--- src/diag_monitor_pkg.sv ---
package diag_monitor_pkg;

  // ------------------------------------------------------------
  // widths
  // ------------------------------------------------------------
  localparam int ADDR_W = 8;
  localparam int DATA_W = 32;
  localparam int RESULT_W = 12;
  localparam int POINT_N = 8;
  localparam int POINT_IDX_W = 3;

  // ------------------------------------------------------------
  // register offsets (word index, carried directly on the bus address)
  // ------------------------------------------------------------
  localparam logic [7:0] MIC_BIAS_MONITOR_HIGH_IDX = 8'h58;
  localparam logic [7:0] MIC_BIAS_MONITOR_LOW_IDX = 8'h59;
  localparam logic [7:0] OUT1_POS_MONITOR_HIGH_IDX = 8'h62;
  localparam logic [7:0] OUT1_POS_MONITOR_LOW_IDX = 8'h63;
  localparam logic [7:0] OUT1_NEG_MONITOR_HIGH_IDX = 8'h64;
  localparam logic [7:0] OUT1_NEG_MONITOR_LOW_IDX = 8'h65;
  localparam logic [7:0] OUT2_POS_MONITOR_HIGH_IDX = 8'h66;
  localparam logic [7:0] OUT2_POS_MONITOR_LOW_IDX = 8'h67;
  localparam logic [7:0] OUT2_NEG_MONITOR_HIGH_IDX = 8'h68;
  localparam logic [7:0] OUT2_NEG_MONITOR_LOW_IDX = 8'h69;
  localparam logic [7:0] TEMPERATURE_MONITOR_HIGH_IDX = 8'h6A;
  localparam logic [7:0] TEMPERATURE_MONITOR_LOW_IDX = 8'h6B;
  localparam logic [7:0] BIAS_LOAD_MONITOR_HIGH_IDX = 8'h6C;
  localparam logic [7:0] BIAS_LOAD_MONITOR_LOW_IDX = 8'h6D;
  localparam logic [7:0] ANALOG_SUPPLY_MONITOR_HIGH_IDX = 8'h6E;
  localparam logic [7:0] ANALOG_SUPPLY_MONITOR_LOW_IDX = 8'h6F;
  // control register holding the freeze bit
  localparam logic [7:0] MONITOR_CTRL_IDX = 8'h55;

  // ------------------------------------------------------------
  // fields
  // ------------------------------------------------------------
  localparam int HIGH_FIELD_LSB = 4;
  localparam int LOW_NIBBLE_LSB = 4;
  localparam int FREEZE_BIT = 0;

  // ------------------------------------------------------------
  // reset values
  // ------------------------------------------------------------
  localparam logic [11:0] RESULT_RESET = 12'h000;
  localparam logic [7:0] CTRL_RESET = 8'h00;

  // ------------------------------------------------------------
  // channel identifiers, one per point in point order
  // ------------------------------------------------------------
  localparam logic [3:0] CHAN_MIC_BIAS = 4'h1;
  localparam logic [3:0] CHAN_OUT1_POS = 4'h6;
  localparam logic [3:0] CHAN_OUT1_NEG = 4'h7;
  localparam logic [3:0] CHAN_OUT2_POS = 4'h8;
  localparam logic [3:0] CHAN_OUT2_NEG = 4'h9;
  localparam logic [3:0] CHAN_TEMPERATURE = 4'hA;
  localparam logic [3:0] CHAN_BIAS_LOAD = 4'hB;
  localparam logic [3:0] CHAN_ANALOG_SUPPLY = 4'hC;

  typedef enum logic [1:0] {
    BUS_IDLE,
    BUS_ANSWER
  } bus_state_t;

endpackage

--- src/monitor_result_slot.sv ---
`timescale 1ns/100ps
module monitor_result_slot
  import diag_monitor_pkg::*;
#(
  parameter int WIDTH = RESULT_W
)
(
  input wire logic clk_in,
  input wire logic sys_rst_in,
  input wire logic load_in,
  input wire logic [WIDTH-1:0] result_in,
  output logic [WIDTH-1:0] result_out
);
  // whole result word loads at once so the two halves always match
  always_ff @(posedge clk_in)
  begin
    if (sys_rst_in)
    begin
      result_out <= WIDTH'(RESULT_RESET);
    end
    else if (load_in)
    begin
      result_out <= result_in;
    end
  end
endmodule

--- src/diag_monitor_readback_regs.sv ---
// Local design decision: register access over Avalon-MM.
`timescale 1ns/100ps
// Function
// - high register returns result bits eleven to four
// - low register bits 7-4 return result bits 3-0
// - mic bias pair 0x58/0x59, identifier 0001b
// - output 1 legs 0x62-0x65, identifiers 0110b/0111b
// - output 2 legs 0x66-0x69, identifiers 1000b/1001b
// - temperature pair 0x6A/0x6B, identifier 1010b
// - bias load pair 0x6C/0x6D, identifier 1011b
// - analog supply pair 0x6E/0x6F, identifier 1100b
// - high byte even address, low next odd
// - freeze bit set holds results; clear updates
module diag_monitor_readback_regs
#(
  parameter int POINTS = diag_monitor_pkg::POINT_N
)
(
  input wire logic clk_in,
  input wire logic sys_rst_in,
  input wire logic [diag_monitor_pkg::ADDR_W-1:0] avs_address_in,
  input wire logic avs_read_in,
  input wire logic avs_write_in,
  input wire logic [diag_monitor_pkg::DATA_W-1:0] avs_writedata_in,
  input wire logic [3:0] avs_byteenable_in,
  output logic [diag_monitor_pkg::DATA_W-1:0] avs_readdata_out,
  output logic avs_waitrequest_out,
  output logic avs_response_out,
  input wire logic conv_valid_in,
  input wire logic [diag_monitor_pkg::POINT_IDX_W-1:0] conv_point_in,
  input wire logic [diag_monitor_pkg::RESULT_W-1:0] conv_result_in,
  output logic freeze_monitor_update_out
);
  import diag_monitor_pkg::*;

  // ------------------------------------------------------------
  // point tables
  // ------------------------------------------------------------
  // word index of each point's high register, in point order
  localparam logic [7:0] HIGH_IDX [POINT_N] = '{
    MIC_BIAS_MONITOR_HIGH_IDX,
    OUT1_POS_MONITOR_HIGH_IDX,
    OUT1_NEG_MONITOR_HIGH_IDX,
    OUT2_POS_MONITOR_HIGH_IDX,
    OUT2_NEG_MONITOR_HIGH_IDX,
    TEMPERATURE_MONITOR_HIGH_IDX,
    BIAS_LOAD_MONITOR_HIGH_IDX,
    ANALOG_SUPPLY_MONITOR_HIGH_IDX
  };

  // word index of each point's low register
  localparam logic [7:0] LOW_IDX [POINT_N] = '{
    MIC_BIAS_MONITOR_LOW_IDX,
    OUT1_POS_MONITOR_LOW_IDX,
    OUT1_NEG_MONITOR_LOW_IDX,
    OUT2_POS_MONITOR_LOW_IDX,
    OUT2_NEG_MONITOR_LOW_IDX,
    TEMPERATURE_MONITOR_LOW_IDX,
    BIAS_LOAD_MONITOR_LOW_IDX,
    ANALOG_SUPPLY_MONITOR_LOW_IDX
  };

  // fixed channel identifier shown in each low register
  localparam logic [3:0] CHAN_ID [POINT_N] = '{
    CHAN_MIC_BIAS,
    CHAN_OUT1_POS,
    CHAN_OUT1_NEG,
    CHAN_OUT2_POS,
    CHAN_OUT2_NEG,
    CHAN_TEMPERATURE,
    CHAN_BIAS_LOAD,
    CHAN_ANALOG_SUPPLY
  };

  logic [RESULT_W-1:0] result [POINTS];
  logic freeze_r;
  bus_state_t state_r;
  logic [DATA_W-1:0] rdata_nxt;
  logic hit_nxt;
  logic [7:0] word_idx;
  // bus handshake
  logic req;
  logic take;
  logic answer;
  // control word decode
  logic ctrl_hit;
  logic ctrl_wr;

  // the bus carries word addresses, so the index is the address itself;
  // a byte address would not reach the upper registers in eight bits
  assign word_idx = avs_address_in;

  // ------------------------------------------------------------
  // decode helpers
  // ------------------------------------------------------------
  // control word holding the freeze bit
  function automatic logic ctrl_at(
    input logic [7:0] idx
  );
    return idx == MONITOR_CTRL_IDX;
  endfunction

  // high register of point p
  function automatic logic high_at(
    input logic [7:0] idx,
    input int p
  );
    return idx == HIGH_IDX[p];
  endfunction

  // low register of point p
  function automatic logic low_at(
    input logic [7:0] idx,
    input int p
  );
    return idx == LOW_IDX[p];
  endfunction

  // high image: upper eight result bits
  function automatic logic [7:0] high_image(
    input logic [RESULT_W-1:0] res
  );
    return res[RESULT_W-1:HIGH_FIELD_LSB];
  endfunction

  // low image: lowest result nibble over the channel identifier
  function automatic logic [7:0] low_image(
    input logic [RESULT_W-1:0] res,
    input logic [3:0] id
  );
    return {res[HIGH_FIELD_LSB-1:0], id};
  endfunction

  // control word image: freeze bit in place, other bits zero
  function automatic logic [DATA_W-1:0] ctrl_image(
    input logic frozen
  );
    logic [DATA_W-1:0] img;
    img = '0;
    img[FREEZE_BIT] = frozen;
    return img;
  endfunction

  // a slot loads on a result for its own point unless frozen
  function automatic logic slot_load(
    input logic valid,
    input logic frozen,
    input logic [POINT_IDX_W-1:0] point,
    input int p
  );
    return valid && !frozen && (point == POINT_IDX_W'(p));
  endfunction

  // ------------------------------------------------------------
  // bus request decode
  // ------------------------------------------------------------
  assign req = avs_read_in || avs_write_in;
  // a request is taken in its first cycle and answered in its second
  assign take = req && (state_r == BUS_IDLE);
  assign answer = state_r == BUS_ANSWER;
  assign ctrl_hit = ctrl_at(word_idx);
  assign ctrl_wr = avs_write_in && answer && ctrl_hit &&
                   avs_byteenable_in[0];

  // ------------------------------------------------------------
  // result storage
  // ------------------------------------------------------------
  genvar g;
  generate
    for (g = 0; g < POINTS; g++)
    begin : slot
      logic load;
      assign load = slot_load(conv_valid_in, freeze_r, conv_point_in, g);
      monitor_result_slot #(.WIDTH(RESULT_W)) u_slot (
        .clk_in(clk_in),
        .sys_rst_in(sys_rst_in),
        .load_in(load),
        .result_in(conv_result_in),
        .result_out(result[g])
      );
    end
  endgenerate

  // ------------------------------------------------------------
  // read decode
  // ------------------------------------------------------------
  always_comb
  begin
    rdata_nxt = '0;
    hit_nxt = 1'b0;
    if (ctrl_hit)
    begin
      rdata_nxt = ctrl_image(freeze_r);
      hit_nxt = 1'b1;
    end
    for (int i = 0; i < POINTS; i++)
    begin
      if (high_at(word_idx, i))
      begin
        rdata_nxt[7:0] = high_image(result[i]);
        hit_nxt = 1'b1;
      end
      if (low_at(word_idx, i))
      begin
        rdata_nxt[7:0] = low_image(result[i], CHAN_ID[i]);
        hit_nxt = 1'b1;
      end
    end
  end

  // ------------------------------------------------------------
  // avalon slave: one wait cycle, then answer
  // ------------------------------------------------------------
  always_ff @(posedge clk_in)
  begin
    if (sys_rst_in)
    begin
      state_r <= BUS_IDLE;
    end
    else
    begin
      unique case (state_r)
        BUS_IDLE:
        begin
          if (avs_read_in || avs_write_in)
          begin
            state_r <= BUS_ANSWER;
          end
        end
        BUS_ANSWER:
        begin
          state_r <= BUS_IDLE;
        end
        default:
        begin
          state_r <= BUS_IDLE;
        end
      endcase
    end
  end

  assign avs_waitrequest_out = req && !answer;

  // read data captured as the request is taken, standing until the next
  always_ff @(posedge clk_in)
  begin
    if (sys_rst_in)
    begin
      avs_readdata_out <= '0;
    end
    else if (take)
    begin
      avs_readdata_out <= avs_read_in ? rdata_nxt : '0;
    end
  end

  // unmapped address answers with slave error and zero data
  always_ff @(posedge clk_in)
  begin
    if (sys_rst_in)
    begin
      avs_response_out <= 1'b0;
    end
    else if (take)
    begin
      avs_response_out <= !hit_nxt;
    end
  end

  // ------------------------------------------------------------
  // freeze control
  // ------------------------------------------------------------
  always_ff @(posedge clk_in)
  begin
    if (sys_rst_in)
    begin
      freeze_r <= CTRL_RESET[FREEZE_BIT];
    end
    else if (ctrl_wr)
    begin
      freeze_r <= avs_writedata_in[FREEZE_BIT];
    end
  end

  // ------------------------------------------------------------
  // status output
  // ------------------------------------------------------------
  // lets the converter side see that results are being held
  assign freeze_monitor_update_out = freeze_r;

endmodule

--- config.mk ---
export PLATFORM = sky130hd
export DESIGN_NAME = diag_monitor_readback_regs
export DESIGN_NICKNAME = d
export VERILOG_FILES = /design/src/diag_monitor_pkg.sv /design/src/monitor_result_slot.sv /design/src/diag_monitor_readback_regs.sv
export SDC_FILE = /design/constraint.sdc
export NUM_CORES = 1
export LEC_CHECK = 0
export BUFFER_PORTS_ARGS = -buffer_cell sky130_fd_sc_hd__buf_4
export CELL_PAD_IN_SITES_DETAIL_PLACEMENT = 0
export CELL_PAD_IN_SITES_GLOBAL_PLACEMENT = 1
export CORE_AREA = 2 2 118 120
export DETAILED_ROUTE_END_ITERATION = 7
export DIE_AREA = 0 0 120 122
export PLACE_DENSITY_LB_ADDON = 0.1
export SETUP_SLACK_MARGIN = 0.1
export SKIP_CTS_REPAIR_TIMING = 1
export SYNTH_ARGS = -nofsm -noshare
export SYNTH_HDL_FRONTEND = slang
export SYNTH_SLANG_ARGS = --single-unit
--- constraint.sdc ---
create_clock -name clk_in -period 2 [get_ports clk_in]
set_input_delay 0.4 -clock clk_in [delete_from_list [all_inputs] [get_ports clk_in]]
set_output_delay 0.4 -clock clk_in [all_outputs]
set_load 0.01 [all_outputs]
==> impl_results.md <==
- Status: finished, final reports clean
- Average detailed-routed wire length per instance: 20.0 um
- First-pass iteration count of the detailed router: 7
- Cell Area, Synth: 5470 sq um
- CP startpoint kind: flop
- Post-DRT Antenna Nets: 0
- Max Fclk: 603 MHz
- Worst min-delay path category: primary input to flop
- Number of I/O port buffers: 40
- Power per standard cell area: 738 nW/um^2
- CTS Root Buffer Type: sky130_fd_sc_hd__clkbuf_16
- Syn Inst Count: 656
- Post-synthesis average cell area: 8.33 sq um
- Post-synth top area share: 0.392
- Static power due to leakage: 0.00260 uW
- Total power of the final layout: 4760 uW
- CTS H-tree lvls: 3
- Net count of the finished layout: 761
- Area enclosed by the die boundary: 14600 sq um
- Library cells used by synthesis: 57
- Antenna diode count: 0
- Peak ir drop on the vdd network: 0.684 mV
- Number of antenna violations at the first check in global routing: 0
- Count of vias placed by the detailed router: 4844
- Global route overflow: 0
- Rel. slew slack: 0.641
- Largest family of logic cells by synthesized area: simple AND/OR/NAND/NOR gates
- Gp weighted congestion: 0.936
- Die width: 120 um
- Final clock skew: 0.00802 ns
- Worst hold path depth: 3
- Type of destination of the critical path: flop
- Adder and majority gate portion of the synthesized area: 0
- Critical Setup Path Class: flop to flop
- Area growth from synthesis to final layout: 18.0%
- WP data required: 2.24 ns
- Pin count of the biggest net entering global routing: 40
- Core area: 13500 sq um
- Initial DRC Count: 417
- Ports: 99
- Maximum net fanout on the critical path: 12
- Flip-flop and latch count after synthesis: 107
- Max_cap viols: 0
- Share of the synthesized netlist area taken by xor and xnor gates: 0.00160
- Starting density of the core: 0.405
- Proportion of register bits with asynchronous set or reset after synthesis: 0
- TritonCTS buffer count: 9
- Final worst-path cycle share: 0.829
- Ys flop type: sky130_fd_sc_hd__dfxtp_1
- Post-route DRC: 0
- TritonCTS clock tree: built
- Yosys top cell by area: sky130_fd_sc_hd__dfxtp_1
- Top post-synthesis cells by count: sky130_fd_sc_hd__dfxtp_1 (107), sky130_fd_sc_hd__nor2_1 (97), sky130_fd_sc_hd__mux2i_1 (77), sky130_fd_sc_hd__nand2_1 (72), sky130_fd_sc_hd__a21oi_1 (45)
- Overall fraction of global-route tracks in use: 0.250
- Count of filler cells inserted in the layout: 1343
- Number of warnings issued by yosys: 0
- Post-synthesis sequential area ratio: 0.392
- Die boundary height: 122 um
- Clock-pin transition on the worst setup and hold timing paths: 0.07 ns
- Clock latency at the later pin of the worst-skew pair: 0.36 ns
- Vias in the first global route: 4708
- Library cell with the highest instance count after synthesis: sky130_fd_sc_hd__dfxtp_1
- Hold Violations, Final: 0
- Tightest Pin Transition: 0.525 ns
- Number of synthesized flops with an enable pin: 0
- Overall routed net length: 17.6 mm
- Number of setup violations in the final report: 0
- Bufs on Longest Clock Path: 2
- Post-Synth Simple-Gate Area: 0.197
- DP HPWL: 12.5 mm
- Depth of the most critical reg-to-reg path: 6
- Top post-synthesis cells by area: sky130_fd_sc_hd__dfxtp_1 (39%), sky130_fd_sc_hd__mux2i_1 (14%), sky130_fd_sc_hd__nor2_1 (6.7%)
- Critical path arrival: 1.90 ns
- Setup slack, reg-to-reg: 0.34 ns
- Number of clock sinks: 107
- Per-cell via count in the routed design: 5.50
- Summed negative setup slack over all endpoints: 0 ns
- Unrepaired setup endpoints after global routing: no
- Fin crit period: 1.66 ns
- Compound-gate portion of the synthesized area: 0.162
- Share of cell area taken by muxes after synthesis: 0.160
- Global-route wire length before repair: 27.5 mm
- Fraction of final layout cells with drive strength greater than 1: 0.173
- FP Rows: 43
- Max-slew violation count: 0
-- critical path: stages, from the launching register on --
cell and delay [ns]:
sky130_fd_sc_hd__dfxtp_1 0.36, sky130_fd_sc_hd__nor2b_1 0.24, sky130_fd_sc_hd__nand2_1 0.18, sky130_fd_sc_hd__nor3b_2 0.30
sky130_fd_sc_hd__buf_12 0.20, sky130_fd_sc_hd__mux2i_1 0.21, sky130_fd_sc_hd__nor2_1 0.05
-- path summary, 6_finish.rpt --
kind | from | endpoint
setup / recovery | freeze_monitor_update_out$_SDFFE_PP0P_ | slot[6].u_slot.result_out[3]$_SDFFE_PP0P_
hold / removal | avs_writedata_in[0] | freeze_monitor_update_out$_SDFFE_PP0P_
setup reg to reg | freeze_monitor_update_out$_SDFFE_PP0P_ | slot[6].u_slot.result_out[3]$_SDFFE_PP0P_
hold reg to reg | slot[7].u_slot.result_out[8]$_SDFFE_PP0P_ | slot[7].u_slot.result_out[8]$_SDFFE_PP0P_
-- layout make-up --
type	instances	area [sq um]	share of cell area
clock inverters	5	85.1	0.0132
repair buffers	92	803	0.125
flip-flops and latches	107	2140	0.332
well taps	180	225	0.0349
multi-input cells	481	2930	0.455
clock buffers	10	239	0.0370
inverters	6	22.5	0.00349
-- cells in the final DEF (no fill, tap or decap), types with 3 or more instances in the layout --
master,instances
sky130_fd_sc_hd__nand4_1,7
sky130_fd_sc_hd__nand2_1,72
sky130_fd_sc_hd__buf_4,83
sky130_fd_sc_hd__o31ai_1,3
sky130_fd_sc_hd__a31oi_1,5
sky130_fd_sc_hd__a211oi_1,6
sky130_fd_sc_hd__mux2_2,7
sky130_fd_sc_hd__conb_1,24
sky130_fd_sc_hd__nor2_1,97
sky130_fd_sc_hd__o2bb2ai_1,3
sky130_fd_sc_hd__a22oi_1,3
sky130_fd_sc_hd__mux2i_1,77
sky130_fd_sc_hd__a21oi_1,45
sky130_fd_sc_hd__clkbuf_16,9
sky130_fd_sc_hd__nor3_1,8
sky130_fd_sc_hd__nand3_1,7
sky130_fd_sc_hd__inv_1,6
sky130_fd_sc_hd__nor2b_1,15
sky130_fd_sc_hd__nand2b_1,10
sky130_fd_sc_hd__buf_12,9
sky130_fd_sc_hd__a21o_1,3
sky130_fd_sc_hd__o211ai_1,3
sky130_fd_sc_hd__o2111ai_1,4
sky130_fd_sc_hd__a32o_1,3
sky130_fd_sc_hd__o22ai_1,8
sky130_fd_sc_hd__o21ai_0,21
sky130_fd_sc_hd__dfxtp_1,107
sky130_fd_sc_hd__a2111oi_0,4
sky130_fd_sc_hd__o32ai_1,3
sky130_fd_sc_hd__a32oi_1,6
-- report_power, final --
| group | internal [uW] | switching [uW] |
|---|---|---|
| Clock | 1130 | 832 |
| Sequential | 2170 | 26.4 |
| Combinational | 231 | 362 |
-- logic make-up after synthesis --
kind of cell           after synthesis
AO/OA/AOI/OAI                      136
other                                1
multiplexers                        85
XOR/XNOR                             1
flip-flops                         107
buffers and inverters               91
AND/OR/NAND/NOR                    235
-- through the flow --
stage / utilization / instance area (sq um) / worst slack [ns] / cells / hold slack, ns
3_5_place_dp: 0.454 / 6130 / 0.0123 / 866 / 0.450
6_report: 0.478 / 6450 / 0.342 / 881 / 0.300
4_1_cts: 0.478 / 6450 / 0.322 / 881 / 0.289
2_1_floorplan: - / 5550 / 0.302 / 679 / 0.433
5_1_grt: 0.478 / 6450 / 0.134 / 881 / 0.306
3_3_place_gp: 0.454 / 6130 / 0.0198 / 866 / 0.439
-- flip-flops by register name (all words and copies together) (netlist names) --
register                   count
slot.u_slot.result_out        96
avs_readdata_out               8
avs_response_out               1
freeze_monitor_update_out      1
state_r                        1
-- routing by layer --
layer / track usage / wire length (um)
met4: 0.0801 / 335
met5: 0 / 0
met1: 0.334 / 7940
met3: 0.0496 / 1150
met2: 0.408 / 8220
No activity file was read; power rests on OpenSTA's default activity.
